## src/logic/cpm_consts.vh

```
// Offsets, field positions, reset values and timing counts of the clock and power-mode control
`ifndef CPM_CONSTS_VH
`define CPM_CONSTS_VH
// Register byte offsets
`define CPM_CLK_SEL_OFF      12'h000
`define CPM_OSCILLATOR_SYNC_CONTROL_OFF 12'h004
`define CPM_SYNC_COUNT_OFF   12'h008
`define CPM_POWER_MODE_CONTROL_OFF     12'h00c
`define CPM_SECOND_STATUS_REGISTER_OFF      12'h010
`define CPM_REGULATOR_VOLTAGE_SELECT_OFF     12'h014
`define CPM_SEQ_STATUS_OFF   12'h018
// Field positions
`define CPM_OVR_BIT          0
`define CPM_ACTIVE_BIT       0
`define CPM_CHARGE_REGULATOR_ENABLE_BIT      1
`define CPM_BURST_SUPPLY_REGULATOR_RDY_BIT     0
// Clock source codes
`define CPM_SRC_OSC          2'h0
`define CPM_SRC_SYNC         2'h1
`define CPM_SRC_XTAL         2'h2
// Reset values
`define CPM_TRIM_RST         6'h00
`define CPM_VSEL_RST         4'h0
// Timing: nominal sync interval in clock counts at 16 MHz, 19.2 kbit/s
`define CPM_SYNC_NOMINAL     16'd1667
`define CPM_SYNC_TOL         16'd8
`define CPM_XTAL_MHZ         16
`define CPM_BAUD_X10         192
`endif

```

## src/logic/cpm_sync_meas.v

```verilog
// Sync field falling-edge interval measurement
`timescale 1ns/1ps
`default_nettype none
module cpm_sync_meas #(
   parameter CW = 16
)(
   input  wire          aclk,
   input  wire          aresetn,
   input  wire          enable,
   input  wire          rx_in,
   output reg  [CW-1:0] count_q,
   output reg           done_q
);
   reg          s1_q;
   reg          s2_q;
   reg          s3_q;
   reg          run_q;
   reg [CW-1:0] cnt_q;
   wire         fall;

   assign fall = s3_q & ~s2_q;

   // ====================================================================
   // Input synchroniser and measurement counter
   always @(posedge aclk)
   begin
      if (!aresetn)
      begin
         s1_q    <= 1'b1;
         s2_q    <= 1'b1;
         s3_q    <= 1'b1;
         run_q   <= 1'b0;
         cnt_q   <= {CW{1'b0}};
         count_q <= {CW{1'b0}};
         done_q  <= 1'b0;
      end
      else
      begin
         s1_q   <= rx_in;
         s2_q   <= s1_q;
         s3_q   <= s2_q;
         done_q <= 1'b0;
         if (!enable)
         begin
            run_q <= 1'b0;
            cnt_q <= {CW{1'b0}};
         end
         else if (fall && !run_q)
         begin
            run_q <= 1'b1;
            cnt_q <= {CW{1'b0}};
         end
         else if (fall && run_q)
         begin
            run_q   <= 1'b0;
            count_q <= cnt_q + 1'b1;
            done_q  <= 1'b1;
         end
         else if (run_q && cnt_q != {CW{1'b1}})
            cnt_q <= cnt_q + 1'b1;
      end
   end
endmodule // cpm_sync_meas
`default_nettype wire

```

## src/logic/cpm_top.v

```verilog
// Clock source selection, power-up sequencing and power-mode control
// Functional notes
// - Clock from osc, synced osc or crystal
// - Software clock_source_select picks source
// - Synced mode corrects oscillator per frame
// - Measure between two sync falling edges
// - Nominal 19.2 kbit/s, within half percent
// - Sync interval count readable, near 1667
// - Override lets software write trim directly
// - Six-bit trim code adjusts oscillator
// - Buffered character mode disables synchronisation
// - Hold reset until supplies regulated
// - Core reset release starts RAM self-test
// - Then release processor reset
// - RAMs available after self-test completes
// - Power-up in quiet low-power idle mode
// - Active enable powers drivers and receive path
// - Burst regulator off until enable set
// - Ready flag when burst capacitor charged
// - Regulator output follows voltage select
//
// Local design decisions: register access over AXI4-Lite and the placing of the registers.
`timescale 1ns/1ps
`default_nettype none
`include "cpm_consts.vh"
module cpm_top #(
   parameter CW = 16,
   parameter TW = 6,
   parameter VW = 4
)(
   input  wire          aclk,
   input  wire          aresetn,
   // AXI4-Lite slave
   input  wire [11:0]   s_axi_awaddr,
   input  wire          s_axi_awvalid,
   output wire          s_axi_awready,
   input  wire [31:0]   s_axi_wdata,
   input  wire [3:0]    s_axi_wstrb,
   input  wire          s_axi_wvalid,
   output wire          s_axi_wready,
   output reg  [1:0]    s_axi_bresp,
   output reg           s_axi_bvalid,
   input  wire          s_axi_bready,
   input  wire [11:0]   s_axi_araddr,
   input  wire          s_axi_arvalid,
   output wire          s_axi_arready,
   output reg  [31:0]   s_axi_rdata,
   output reg  [1:0]    s_axi_rresp,
   output reg           s_axi_rvalid,
   input  wire          s_axi_rready,
   // Analog status inputs (asynchronous)
   input  wire          supplies_good,
   input  wire          bist_done_in,
   input  wire          cap_charged,
   input  wire          rx_in,
   input  wire          buffered_mode,
   // Clock and power controls
   output reg  [1:0]    clock_source_select_q,
   output reg  [TW-1:0] oscillator_trim_code_q,
   output reg           core_reset_n_q,
   output reg           bist_start_q,
   output reg           spi_enable_q,
   output reg           cpu_reset_n_q,
   output reg           ram_available_q,
   output reg           active_power_enable_q,
   output reg           charge_regulator_enable_q,
   output reg  [VW-1:0] regulator_voltage_select_q
);
   // ====================================================================
   // Declarations
   localparam [2:0] ST_POR  = 3'h0;
   localparam [2:0] ST_CORE = 3'h1;
   localparam [2:0] ST_CPU  = 3'h2;
   localparam [2:0] ST_RUN  = 3'h3;

   reg  [2:0]    st_q;
   reg  [2:0]    sg1_q;
   reg  [2:0]    sg2_q;
   reg  [1:0]    sel_q;
   reg           ovr_q;
   reg  [TW-1:0] sw_trim_q;
   reg  [TW-1:0] auto_trim_q;
   reg           rdy_q;
   reg           aw_got_q;
   reg           w_got_q;
   reg  [11:0]   awaddr_q;
   reg  [31:0]   wdata_q;
   reg  [3:0]    wstrb_q;
   reg  [31:0]   rd_d;
   reg           rd_ok;
   wire [CW-1:0] sync_cnt;
   wire          sync_done;
   wire          sync_en;
   wire          do_wr;
   wire          pwr_ok;
   wire          bist_ok;
   wire          cap_ok;
   wire          bufm;

   assign pwr_ok  = sg2_q[0];
   assign bist_ok = sg2_q[1];
   assign cap_ok  = sg2_q[2];

   // ====================================================================
   // Two-stage synchronisers for the analog status levels
   reg bm1_q;
   reg bm2_q;
   always @(posedge aclk)
   begin
      if (!aresetn)
      begin
         sg1_q <= 3'h0;
         sg2_q <= 3'h0;
         bm1_q <= 1'b0;
         bm2_q <= 1'b0;
      end
      else
      begin
         sg1_q <= {cap_charged, bist_done_in, supplies_good};
         sg2_q <= sg1_q;
         bm1_q <= buffered_mode;
         bm2_q <= bm1_q;
      end
   end
   assign bufm = bm2_q;

   // ====================================================================
   // Sync field measurement, only in synchronised mode
   assign sync_en = (sel_q == `CPM_SRC_SYNC) && !bufm;

   cpm_sync_meas #(.CW(CW)) u_meas (
      .aclk    (aclk),
      .aresetn (aresetn),
      .enable  (sync_en),
      .rx_in   (rx_in),
      .count_q (sync_cnt),
      .done_q  (sync_done)
   );

   // ====================================================================
   // Automatic trim: step toward nominal count, dead band of tolerance
   always @(posedge aclk)
   begin
      if (!aresetn)
         auto_trim_q <= `CPM_TRIM_RST;
      else if (sync_done && sync_en)
      begin
         // Long interval means fast oscillator: step down
         if (sync_cnt > `CPM_SYNC_NOMINAL + `CPM_SYNC_TOL
             && auto_trim_q != {1'b1, {(TW-1){1'b0}}})
            auto_trim_q <= auto_trim_q - 1'b1;
         else if (sync_cnt < `CPM_SYNC_NOMINAL - `CPM_SYNC_TOL
                  && auto_trim_q != {1'b0, {(TW-1){1'b1}}})
            auto_trim_q <= auto_trim_q + 1'b1;
      end
   end

   // ====================================================================
   // Trim and clock source outputs
   always @(posedge aclk)
   begin
      if (!aresetn)
      begin
         oscillator_trim_code_q <= `CPM_TRIM_RST;
         clock_source_select_q  <= `CPM_SRC_OSC;
      end
      else
      begin
         clock_source_select_q <= sel_q;
         if (ovr_q)
            oscillator_trim_code_q <= sw_trim_q;
         else if (sel_q == `CPM_SRC_SYNC && !bufm)
            oscillator_trim_code_q <= auto_trim_q;
         else
            oscillator_trim_code_q <= `CPM_TRIM_RST;
      end
   end

   // ====================================================================
   // Power-up sequence
   always @(posedge aclk)
   begin
      if (!aresetn)
      begin
         st_q            <= ST_POR;
         core_reset_n_q  <= 1'b0;
         bist_start_q    <= 1'b0;
         spi_enable_q    <= 1'b0;
         cpu_reset_n_q   <= 1'b0;
         ram_available_q <= 1'b0;
      end
      else
      begin
         bist_start_q <= 1'b0;
         case (st_q)
            ST_POR:
               if (pwr_ok)
               begin
                  core_reset_n_q <= 1'b1;
                  bist_start_q   <= 1'b1;
                  spi_enable_q   <= 1'b1;
                  st_q           <= ST_CORE;
               end
            ST_CORE:
            begin
               cpu_reset_n_q <= 1'b1;
               st_q          <= ST_CPU;
            end
            ST_CPU:
               if (bist_ok)
               begin
                  ram_available_q <= 1'b1;
                  st_q            <= ST_RUN;
               end
            ST_RUN:
               st_q <= ST_RUN;
            default:
               st_q <= ST_POR;
         endcase
      end
   end

   // ====================================================================
   // AXI4-Lite write channel
   assign s_axi_awready = !aw_got_q && !s_axi_bvalid;
   assign s_axi_wready  = !w_got_q && !s_axi_bvalid;
   assign do_wr         = aw_got_q && w_got_q && !s_axi_bvalid;

   always @(posedge aclk)
   begin
      if (!aresetn)
      begin
         aw_got_q <= 1'b0;
         w_got_q  <= 1'b0;
         awaddr_q <= 12'h000;
         wdata_q  <= 32'h00000000;
         wstrb_q  <= 4'h0;
         s_axi_bvalid <= 1'b0;
         s_axi_bresp  <= 2'h0;
      end
      else
      begin
         if (s_axi_awvalid && s_axi_awready)
         begin
            aw_got_q <= 1'b1;
            awaddr_q <= s_axi_awaddr;
         end
         if (s_axi_wvalid && s_axi_wready)
         begin
            w_got_q <= 1'b1;
            wdata_q <= s_axi_wdata;
            wstrb_q <= s_axi_wstrb;
         end
         if (do_wr)
         begin
            aw_got_q     <= 1'b0;
            w_got_q      <= 1'b0;
            s_axi_bvalid <= 1'b1;
            case (awaddr_q)
               `CPM_CLK_SEL_OFF, `CPM_OSCILLATOR_SYNC_CONTROL_OFF,
               `CPM_POWER_MODE_CONTROL_OFF, `CPM_REGULATOR_VOLTAGE_SELECT_OFF:
                  s_axi_bresp <= 2'h0;
               default:
                  s_axi_bresp <= 2'h2;
            endcase
         end
         else if (s_axi_bvalid && s_axi_bready)
            s_axi_bvalid <= 1'b0;
      end
   end

   // ====================================================================
   // Control registers written by software
   always @(posedge aclk)
   begin
      if (!aresetn)
      begin
         sel_q                      <= `CPM_SRC_OSC;
         ovr_q                      <= 1'b0;
         sw_trim_q                  <= `CPM_TRIM_RST;
         active_power_enable_q      <= 1'b0;
         charge_regulator_enable_q  <= 1'b0;
         regulator_voltage_select_q <= `CPM_VSEL_RST;
      end
      else if (do_wr && wstrb_q[0])
      begin
         case (awaddr_q)
            `CPM_CLK_SEL_OFF:
               sel_q <= wdata_q[1:0];
            `CPM_OSCILLATOR_SYNC_CONTROL_OFF:
            begin
               ovr_q     <= wdata_q[`CPM_OVR_BIT];
               sw_trim_q <= wdata_q[TW:1];
            end
            `CPM_POWER_MODE_CONTROL_OFF:
            begin
               active_power_enable_q     <= wdata_q[`CPM_ACTIVE_BIT];
               charge_regulator_enable_q <= wdata_q[`CPM_CHARGE_REGULATOR_ENABLE_BIT];
            end
            `CPM_REGULATOR_VOLTAGE_SELECT_OFF:
               regulator_voltage_select_q <= wdata_q[VW-1:0];
            default:
               sel_q <= sel_q;
         endcase
      end
   end

   // ====================================================================
   // Regulator ready flag follows charge state while enabled
   always @(posedge aclk)
   begin
      if (!aresetn)
         rdy_q <= 1'b0;
      else
         rdy_q <= charge_regulator_enable_q && cap_ok;
   end

   // ====================================================================
   // Read data multiplexer
   always @*
   begin
      rd_d  = 32'h00000000;
      rd_ok = 1'b1;
      case (s_axi_araddr)
         `CPM_CLK_SEL_OFF:       rd_d[1:0] = sel_q;
         `CPM_OSCILLATOR_SYNC_CONTROL_OFF: rd_d[TW:0] = {sw_trim_q, ovr_q};
         `CPM_SYNC_COUNT_OFF:    rd_d[CW-1:0] = sync_cnt;
         `CPM_POWER_MODE_CONTROL_OFF:
            rd_d[1:0] = {charge_regulator_enable_q, active_power_enable_q};
         `CPM_SECOND_STATUS_REGISTER_OFF:       rd_d[`CPM_BURST_SUPPLY_REGULATOR_RDY_BIT] = rdy_q;
         `CPM_REGULATOR_VOLTAGE_SELECT_OFF:      rd_d[VW-1:0] = regulator_voltage_select_q;
         `CPM_SEQ_STATUS_OFF:
            rd_d[TW+3:0] = {oscillator_trim_code_q, ram_available_q,
                            cpu_reset_n_q, core_reset_n_q, bufm};
         default:                rd_ok = 1'b0;
      endcase
   end

   // ====================================================================
   // AXI4-Lite read channel
   assign s_axi_arready = !s_axi_rvalid;

   always @(posedge aclk)
   begin
      if (!aresetn)
      begin
         s_axi_rvalid <= 1'b0;
         s_axi_rdata  <= 32'h00000000;
         s_axi_rresp  <= 2'h0;
      end
      else if (s_axi_arvalid && s_axi_arready)
      begin
         s_axi_rvalid <= 1'b1;
         s_axi_rdata  <= rd_d;
         s_axi_rresp  <= rd_ok ? 2'h0 : 2'h2;
      end
      else if (s_axi_rvalid && s_axi_rready)
         s_axi_rvalid <= 1'b0;
   end
endmodule // cpm_top
`default_nettype wire

```

## config.mk

```make
export PLATFORM = sky130hd
export DESIGN_NAME = cpm_top
export DESIGN_NICKNAME = d
export VERILOG_FILES = /design/src/logic/cpm_sync_meas.v /design/src/logic/cpm_top.v
export VERILOG_INCLUDE_DIRS = /design/src /design/src/logic
export SDC_FILE = /design/constraint.sdc
export NUM_CORES = 1
export LEC_CHECK = 0
export BUFFER_PORTS_ARGS = -buffer_cell sky130_fd_sc_hd__buf_2
export CORE_UTILIZATION = 55
export DETAILED_ROUTE_END_ITERATION = 6
export PLACE_DENSITY = 0.92
export SLEW_MARGIN = 20
export SYNTH_ARGS = -nofsm -noshare
export SYNTH_HDL_FRONTEND = slang
export SYNTH_SLANG_ARGS = --single-unit
```

## constraint.sdc

```tcl
create_clock -name aclk -period 8.9 [get_ports aclk]
set_clock_uncertainty 0.15 [all_clocks]
set_input_delay 1.335 -clock aclk [delete_from_list [all_inputs] [get_ports aclk]]
set_output_delay 1.335 -clock aclk [all_outputs]
set_load 0.02 [all_outputs]
```

Word level (Yosys, flattened, before mapping) --
Cells that the tools add are included.
Storage, ports and cells: bits in registers 126, input bits 72, word-level logic and storage cells 136
Operators by class: add/sub/neg operators 3, order comparisons 2, equal/unequal tests 18, mux-type cells 24, bitwise logic cells 6, reduce and logical (&&, ||, !) cells 47
Operators by type and width (number):
- == test 12 x 5 -> 1 bit, second input constant | 4
- == test 12 x 4 -> 1 bit, second input constant | 3
- two-way mux 6 bit | 5
- == test 12 x 3 -> 1 bit, second input constant | 2
- zero test 12 bit | 2
- AND reduction 2 bit | 11
- logical AND 1 bit | 18
- adder 16 x 1 -> 16 bit, second input constant | 1
- > comparator 16 x 11 -> 1 bit, second input constant | 1
- less-than comparator 16 x 11 -> 1 bit, second input constant | 1
- != test 16 bit, second input constant | 1
- case mux 3 bit (4 select lines) | 1
- two-way mux 1 bit | 9
- case mux 3 bit (3 select lines) | 1
- case mux 2 bit (4 select lines) | 1
- nonzero test 2 bit | 4
- case mux 1 bit (7 select lines) | 1
- OR reduction 7 bit | 1
- adder 6 x 1 -> 6 bit, second input constant | 1
- == test 3 x 2 -> 1 bit, second input constant | 2
- zero test 1 bit | 6
- two-way mux 3 bit | 2
- != test 6 x 5 -> 1 bit, second input constant | 1
- != test 6 bit, second input constant | 1
- 14 further kinds | 20

Logic depth before layout (Yosys ltp) --
Gate-level depths: netlist of the first run.
depth after elaboration 5, gate-level depth with buffers 12

Hierarchy --
A second synthesis of the first run with hierarchy kept.
Second synthesis, totals: cells, all modules 659, area total of the unflattened synthesis 5754.3 sq um
By module, submodules not included:
- cpm_top | times used 1, cells each 452, area each 3935.0 sq um, sequential area each 1721.7 sq um
- cpm_sync_meas | times used 1, cells each 207, area each 1819.2 sq um, sequential area each 740.7 sq um

Worst setup path before layout of the first run --
OpenSTA, ideal clock, no wires.
kind input -> register, from in s_axi_araddr[9], to reg s_axi_rdata[0], setup time 0.080 ns, arrival time 2.639 ns, path slack 6.031 ns, stages 6, buffers on the path 0, cells stage by stage nor4_1 > nand4_1 > or2_2 > nor2_1 > a211oi_1 > nor3b_1
Between the ends: longest elaborated chain between the ends 2, elaborated cells between the ends (all ways) 8, those cells by class eq/ne (6); mux (1); reduce/logical (1)
RTL lines:
- start, declared | line cpm_top.v:44 | input wire [11:0] s_axi_araddr,
- == test 12 x 5 -> 1 bit, or another cell as far along | line cpm_top.v:324 | case (s_axi_araddr)
- case mux 1 bit (7 select lines) (*) | line cpm_top.v:324
- end signal, assigned | line cpm_top.v:354 | s_axi_rdata <= rd_d;
- end, declared | line cpm_top.v:47 | output reg [31:0] s_axi_rdata,
Mark *: on every way between the ends. The rest lies on a longest branch, timed or not. A chain may end at the register's enable or synchronous reset.

Worst setup path after layout of the first run --
from reg u_meas.count_q[1], to reg auto_trim_q[5]
Between the ends: longest elaborated chain between the ends 4, elaborated cells between the ends (all ways) 7, those cells by class order compare (2); mux (1); reduce/logical (4)
RTL lines:
- start, declared | line cpm_sync_meas.v:11 | output reg [CW-1:0] count_q,
- start signal, assigned | line cpm_sync_meas.v:34 | count_q <= {CW{1'b0}};
- start signal, assigned | line cpm_sync_meas.v:56 | count_q <= cnt_q + 1'b1;
- > comparator 16 x 11 -> 1 bit (no source line) or less-than comparator 16 x 11 -> 1 bit (tied branches)
- logical AND 1 bit (on tied branches) | line cpm_top.v:149, cpm_top.v:152
- nonzero test 2 bit (no source line)
- AND reduction 2 bit (no source line)
- end signal, assigned | line cpm_top.v:145 | auto_trim_q <= `CPM_TRIM_RST;
- end signal, assigned | line cpm_top.v:151 | auto_trim_q <= auto_trim_q - 1'b1;
- end signal, assigned | line cpm_top.v:154 | auto_trim_q <= auto_trim_q + 1'b1;
- end, declared | line cpm_top.v:82 | reg [TW-1:0] auto_trim_q;
Parallel ways exist; a longest one is shown, timed or not.

==> results.md, run 1 <==
Die:
- The number of cell rows is 36.
- The die outline area is 10550 um2.
- The area of the placeable core is 9819 um2.
- The count of boundary I/O pins is 132.
- The overall die height is 102.7 um.
- The initial core utilization is 56.83%.
- The width of the die is 102.7 um.

Critical path:
- Along the worst path, the maximum fanout reaches 5.
- The standard cell with the maximum stage delay on the critical path is dfxtp_1.
- By startpoint and endpoint, the worst setup path is classified as register to register.
- The startpoint of the most critical setup path is u_meas.count_q[1].
- The nature of the critical path endpoint is a register.
- Traced cell by cell, the critical path runs through nand4_1 > o311ai_0 > a21oi_1 > o21ai_2 > inv_2 > ha_1 > a211oi_1 > o21bai_1 > a21oi_1 > nor3b_2 > a41o_1 > mux2i_1.
- The largest single stage delay on the critical path is 0.45 ns.
- The beginning of the worst register-to-register path is u_meas.count_q[1].
- The cell that appears most often on the critical path is a21oi_1.
- Data on the critical path is required at its endpoint by 9.15 ns.
- The type of origin of the critical path is a register.
- The arrival time at the worst endpoint is 3.43 ns.

STA:
- The total of endpoints with negative setup slack in the final report is 0.
- The number of pins exceeding their max-slew limit in the final report was 0.
- The achievable frequency is 314.3 MHz.
- The number of endpoints with negative hold slack in the final report is 0.
- Measured against its own limit, the worst slew margin works out to 27.65%.
- The transition time at the pin with the least slew margin is 1.071 ns.
- The shortest clock period the worst path allows after layout is 3.182 ns.
- For the final routed database, the setup TNS stands at 0 ns.
- The share of the clock period used by the worst path is 35.75%.
- The worst path meets setup with 5.718 ns of slack.
- Setup repair after global routing left no endpoint under its margin.

Job:
- The tool flagged a number of max-cap violations equal to 0.

Clock tree:
- The number of clock buffers added by TritonCTS is 17.
- TritonCTS built the clock tree.
- The number of gates resized after cts is 0.
- In this run the post-CTS setup repair buffer count came out at 0.
- Clock tree synthesis selected as its root buffer the cell clkbuf_8.
- After clock tree synthesis, the clock-pin slew on the worst setup and hold paths is 0.05 ns.
- The CTS H-tree depth is 4.
- The clock net in this run drives a total of 123 sinks.
- The clock passes through at most 2 buffers.
- The clock latency of the later-clocked register in the worst-skew pair is 0.52 ns.
- The hold buffer count at CTS is 0.

Final layout:
- The number of nets in the final layout is 779.
- Of the cells placed in the final design, the portion with a size suffix greater than 1 is 17.98%.
- The utilization after layout is 66.53%.
- Across the whole layout, storage elements account for 2462 um2.
- The synthesis-to-layout area growth is 17.06%.
- The repair_antennas step left the layout with diodes totalling 0.
- After the flow finishes, the layout carries non-filler instances totaling 845.
- The area used by multi-input combinational logic is 2879 um2.
- The layout filler cell count is 702.

Synth:
- The share of flip-flops with an asynchronous set or reset is 0%.
- The number of different library cells in the post-synthesis netlist is 60.
- The cell area after synthesis is 5580 um2.
- In the synthesized netlist, the number of instances is 628.
- After synthesis, flip-flops and latches occupy 44.13% of the total area.
- For this run, the leading register cell type out of synthesis is dfxtp_1.
- The number of enable flip-flop cells after synthesis is 0.
- Yosys printed 0 warnings.
- The synthesized area per cell is 8.886 um2.
- The number of synthesized register bits is 123.

Placement:
- At the end of routability-driven placement, the weighted congestion stood at 0.9285.
- Timing analysis after detailed placement gives a worst setup slack of 5.447 ns.
- Summed over all nets, the half-perimeter wirelength after detailed placement is 8567 um.
- Buffers placed on the I/O ports in this run total 85.
- After detailed placement, the design holds a cell count of 815.

Pwr:
- Cell internal power was estimated by the tool at 0.9966 mW.
- The total net switching power is 0.2861 mW.
- The portion of total power attributed to combinational logic is 5.6%.
- In this run the static leakage power is 2.809 nW.
- The total power divided by cell area is 196.4 nW/um2.
- The worst-case IR drop observed on VDD is 0.1112 mV.
- The switching fraction of total power is 22.30%.
- The sequential group share of total power is 44.7%.
- The part of the total power dissipated in the clock network is 49.6%.

Drt:
- The per-cell routed wire length is 15.73 um.
- Summed over all layers, the routed wires come to 13290 um.
- The first detailed-routing pass took 6 iterations.
- The number of nets with antenna violations after detailed routing is 0.
- The detailed router finished its first iteration with 327 violations.
- The post-detailed-route DRC marker count is 0.
- The number of vias per cell is 5.762.
- The total vias in the final route is 4869.

GRT:
- Entering global routing, the biggest net connects 113 pins.
- The first global-routing pass estimated 21110 um of wire.
- The total overflow left after global routing is 0.
- The number of antenna violations at the first check in global routing was 0.
- The layer flagged by global routing as most heavily used is met2.
- Across every metal layer, demand over resource in global routing totals 26.04%.
- The global-route track usage on met1 is 28.33%.
- The via count of the first global-routing pass is 4599.
- For met3 alone, demand over resource in global routing was 7.525%.
- The met2 usage is 45.23%.

Worst hold path:
- The worst min-delay path startpoint is u_meas.s1_q.
- The path class of the tightest hold or removal check is register to register.

Run status:
- The run finished with clean final reports.
[layout by cell type, fill, tap and decap left out, types with 4 or more instances in the layout]
master / synthesis / routed
a21boi_0: 23 / 23
and2_1: 14 / 14
nand2b_1: 7 / 7
and3_1: 4 / 4
clkbuf_16: 0 / 16
ha_1: 5 / 5
a21oi_1: 23 / 23
dfxtp_1: 123 / 123
a22oi_1: 14 / 14
buf_2: 5 / 85
o21ai_0: 30 / 30
nand2_1: 83 / 83
nor3_1: 12 / 12
conb_1: 1 / 18
nor4_1: 4 / 4
nor2_1: 41 / 41
clkinv_2: 0 / 6
mux2i_1: 28 / 28
nor2b_1: 39 / 39
nand4_1: 6 / 6
o211a_1: 12 / 12
and4_1: 4 / 4
xnor2_1: 12 / 12
xor2_1: 16 / 16
inv_1: 9 / 9
nand3_1: 16 / 16
or3_1: 4 / 4
[logic make-up after synthesis]
group           share of synthesized area [%]
xor+xnor                                4.395
simple gates                            23.25
other cells                           0.06720
compound gates                          16.23
mux                                     5.022
buf+inv                                 5.426
flops                                   44.13
fa+ha+maj                               1.480
[cells in the mapped netlist, types with 6 or more instances]
library cell	number	area share, %
nand3_1	16	1.4
xor2_1	16	2.5
nor2b_1	39	4.4
a22oi_1	14	1.9
dfxtp_1	123	44
nor2_1	41	2.8
o211a_1	12	2.2
buf_4	19	2.6
clkbuf_1	24	1.6
a21oi_1	23	2.1
nand2_1	83	5.6
nand2b_1	7	0.78
mux2i_1	28	5.0
nor3_1	12	1.1
nand4_1	6	0.67
o21ai_0	30	2.7
inv_1	9	0.61
xnor2_1	12	1.9
a21boi_0	23	3.1
and2_1	14	1.6
[worst max-delay path: cells and delay by family, from the launching register on]
kind | cells | cell delay [ns]
mux | 1 | 0.12
flops | 1 | 0.45
fa+ha+maj | 1 | 0.30
simple gates | 2 | 0.24
compound gates | 7 | 1.70
buf+inv | 1 | 0.10
[per-layer routing]
layer  wire length, um  part of all wire [%]
met1              5387                    41
met2              6501                    49
met3               836                   6.3
met4               563                   4.2
met5                 0                     0
[layout make-up]
class	count	share of cell area, %
clock buffer	21	6.876
clock inverter	9	1.494
inverter	10	0.5746
multi-input combinational	462	44.07
sequential	123	37.69
tap	133	2.547
timing repair buffer	87	6.742
[sequential cells by signal (all words and copies together) (netlist names), 2 cells and up]
name,flops
auto_trim_q,6
sw_trim_q,6
u_meas.cnt_q,16
st_q,2
s_axi_rdata,16
clock_source_select_q,2
sel_q,2
sg2_q,3
regulator_voltage_select_q,4
wdata_q,7
sg1_q,3
u_meas.count_q,16
awaddr_q,12
oscillator_trim_code_q,6
[power by group through the flow]
stage               Sequential (mW)  Combinational [mW]  Clock [mW]
floorplan                     0.587              0.0522           0
global placement              0.584              0.0682           0
detailed placement            0.585              0.0711           0
CTS                           0.574              0.0721       0.640
global route                  0.575              0.0815       0.664
finish                        0.574              0.0724       0.636
[final timing paths]
kind / endpoint / depth (start not counted) / slack (ns)
min reg2reg: u_meas.s2_q / 1 / 0.26
max: auto_trim_q[5] / 12 / 5.72
max reg2reg: auto_trim_q[5] / 12 / 5.72
min: u_meas.s2_q / 1 / 0.26
[stage by stage]
step	hold slack [ns]	instance area [um2]	total power, mW
global route	0.2917	6533	1.321
finish	0.2617	6533	1.283
global placement	0.2487	5986	0.6523
detailed placement	0.2568	5986	0.6564
CTS	0.2696	6533	1.286
floorplan	0.2363	5644	0.6392
(Power assumes the default switching activity.)
==> run 2, diff against run 1 <==
--- a/config.mk
+++ b/config.mk
@@ -7,9 +7,9 @@
 export NUM_CORES = 1
 export LEC_CHECK = 0
 export BUFFER_PORTS_ARGS = -buffer_cell sky130_fd_sc_hd__buf_2
-export CORE_UTILIZATION = 55
+export CORE_UTILIZATION = 54
 export DETAILED_ROUTE_END_ITERATION = 6
-export PLACE_DENSITY = 0.92
+export PLACE_DENSITY = 0.91
 export SLEW_MARGIN = 20
 export SYNTH_ARGS = -nofsm -noshare
 export SYNTH_HDL_FRONTEND = slang
==> constraint.sdc (replaced) <==
create_clock -name aclk -period 3.1 [get_ports aclk]
set_clock_uncertainty 0.15 [all_clocks]
set_input_delay 0.465 -clock aclk [delete_from_list [all_inputs] [get_ports aclk]]
set_output_delay 0.465 -clock aclk [all_outputs]
set_load 0.02 [all_outputs]
==> run 2 against run 1 <==
  * Final area rose by 1.9%
  * Fmax rose by 7.3%
  * Critical path type unchanged
  * Critical endpoint unchanged
  * Worst hold slack got worse by 0.24 ns
  * Sequential share of layout area fell by 0.69 points
  * Highest routed layer unchanged
  * Total power rose to 3.0 times the previous value
==> results.md, run 2 (synthesis results as in run 1) <==
Drt:
- The routed layout has 4908 vias.
- In the routed design, unresolved DRC markers number 0.
- The first-iteration detailed-routing DRC count is 438.
- The number of vias per cell is 5.761.
- The final layout contains routed wiring with a total length of 13850 um.
- The number of nets with antenna violations after detailed routing is 0.
- The number of search-and-repair iterations in the first detailed-routing pass is 5.
- In the final routed layout, each cell accounts on average for 16.25 um.

GRT:
- The number of antenna violations at the first check in global routing is 0.
- For this run, the total global-route usage over all layers was measured as 26.79%.
- The overall overflow remaining after global route is 0.
- Entering global routing, the biggest net connects 63 pins.
- The wire length of the first global-routing pass is 23170 um.
- The via count of the first global-routing pass is 4853.

Critical path:
- The required arrival time at the worst endpoint is 3.36 ns.
- In this design, the stage delay of the slowest critical-path cell is 0.56 ns.
- Walking the worst path, the cells encountered are or4_4 > or2_1 > o21ai_2 > inv_2 > ha_1 > o21ai_1 > o21bai_1 > a21oi_2 > nor3b_2 > a41o_1 > mux2i_1.
- The worst setup path category is register to register.
- Among all stages on the critical path, the largest delay is contributed by or4_4.
- The type of origin of the critical path is a register.
- STA classifies the critical path endpoint as a register.
- For the worst setup path, the data arrival time is 3.23 ns.
- The length in cells of the worst reg-to-reg path is 11.
- Counting both buffers and inverters, the worst setup path holds a total of 1.
- The number of gates on the worst path with buffers counted is 11.
- The worst-path maximum fanout is 5.
- On the critical path the largest part of the delay comes from compound AO/OA/AOI/OAI gates.

Die:
- The floorplan has 36 rows.
- The core region is 9910 um2.
- The die covers 10740 um2.
- Measured along the y axis, the die boundary spans 103.7 um.
- The initial core utilization is 56.31%.
- 132 I/O pins were placed.
- The width of the die is 103.7 um.

Clock tree:
- The CTS H-tree depth is 4.
- The clock tree root driver cell is clkbuf_8.
- TritonCTS built the clock tree.
- After clock tree synthesis, the clock-pin slew on the worst setup and hold paths is 0.06 ns.
- The clock net sink count is 123.
- No sink is reached through more buffers than the 2 on the longest clock path.
- The number of clock buffers added by TritonCTS is 17.
- At the later pin of the worst-skew pair, clock insertion delay measures 0.53 ns.

Pwr:
- The maximum vdd ir drop is 0.3113 mV.
- The cell leakage power is 2.858 nW.
- For this design the ratio of total power to cell area is 576.6 nW/um2.
- After layout, the design draws a total of 3.837 mW.

Final layout:
- In the final layout, the registers with the most flip-flops are s_axi_rdata: 16 flops, u_meas.cnt_q: 16 flops, u_meas.count_q: 16 flops.
- The most frequent standard cell in the layout excluding fill and tap cells is dfxtp_1.
- The final instance area is 6655 um2.
- The fraction of final layout cells sized beyond drive strength 1 is 18.36%.
- The antenna diode instance count is 0.
- The number of nets in the final layout is 785.
- The synthesis-to-layout area growth is 19.26%.
- In the layout the commonest cells are dfxtp_1 (123), buf_2 (85), nand2_1 (83).
- After filler insertion, the fill cell instance count of the layout stands at 688.

Placement:
- The wire-length estimate of the detail-placed layout is 8833 um.
- The area after detailed placement is 6006 um2.
- The number of buffer cells added on primary ports is 85.
- The congestion estimate from routability-driven global placement came to 0.8846.

STA:
- The number of pins exceeding their max-slew limit in the final report is 0.
- The smallest clock period supported by the final layout is computed as 2.966 ns.
- The achievable frequency is 337.1 MHz.
- Setup violations remaining at the end of the flow were counted as 0.
- The transition time at the pin with the least slew margin is 1.024 ns.
- The number of endpoints with negative hold slack in the final report came to 0.
- The share of the clock period used by the worst path is 95.69%.
- The worst slew margin relative to its limit is 30.84%.

Worst hold path:
- The cell depth of the worst min-delay path is 2.
- The path class of the tightest hold or removal check is primary input to register.

Run status:
- The run finished with clean final reports.

Job:
- Max-cap violations in this run came to 0.
## run 2: changes by cell type in the layout (fill, tap and decap cells not counted), sizes merged
cell,change
clkbuf,+3
bufinv,+1
buf,+2
clkinv,-3
dlygate4sd3,+4
## run 2: worst register-to-register path: stages, from the launching register on
cell      delay (ns)
dfxtp_1         0.32
or4_4           0.56
or2_1           0.25
o21ai_2         0.19
inv_2           0.09
ha_1            0.35
o21ai_1         0.24
o21bai_1        0.12
a21oi_2         0.19
nor3b_2         0.07
a41o_1          0.21
mux2i_1         0.11
## run 2: layout make-up
class | instances | area [um2] | area share [%]
Sequential cell | 123 | 2462 | 37.00
Inverter | 10 | 37.54 | 0.5640
Tap cell | 133 | 166.4 | 2.500
Clock inverter | 7 | 112.6 | 1.692
Timing Repair Buffer | 93 | 508.0 | 7.633
Multi-Input combinational cell | 462 | 2888 | 43.39
Clock buffer | 24 | 480.5 | 7.219
## run 2: worst paths after layout
| path | slack (ns) | from | end |
|---|---|---|---|
| setup / recovery | 0.13 | u_meas.count_q[12] | auto_trim_q[5] |
| hold / removal | 0.02 | cap_charged | sg1_q[2] |
| setup reg to reg | 0.13 | u_meas.count_q[12] | auto_trim_q[5] |
| hold reg to reg | 0.26 | u_meas.s1_q | u_meas.s2_q |
## run 2: power breakdown
group	switching [mW]	leakage, nW	internal [mW]	total [mW]
Combinational	0.134	1.57	0.0797	0.214
Clock	0.674	0.291	1.30	1.97
Sequential	0.0280	0.999	1.62	1.65
Total	0.836	2.86	3.00	3.84
## run 2: through the flow
step	instances	hold WS, ns	util, %	setup TNS, ns	setup WS [ns]
global placement	816	0.2501	60.61	0	0.1701
floorplan	645	0.2363	-	0	0.2816
finish	852	0.02041	67.16	0	0.1337
detailed placement	816	0.2484	60.61	0	0.02055
CTS	851	0.01047	67.05	0	0.04449
global route	852	0.02065	67.16	-0.004867	-0.004867
## run 2: per-layer routing
layer | part of all wire [%] | track usage (%)
met4 | 3.3 | 15.51
met3 | 6.7 | 5.790
met5 | 0 | 0
met2 | 50 | 46.26
met1 | 40 | 30.54
## run 2: repair_timing
item	in CTS	in global routing
setup endpoints to repair	1	1
pin swaps	0	1
hold endpoints to repair	4	0
buffers inserted	0	1
gates resized for setup	1	3
hold buffers	4	0
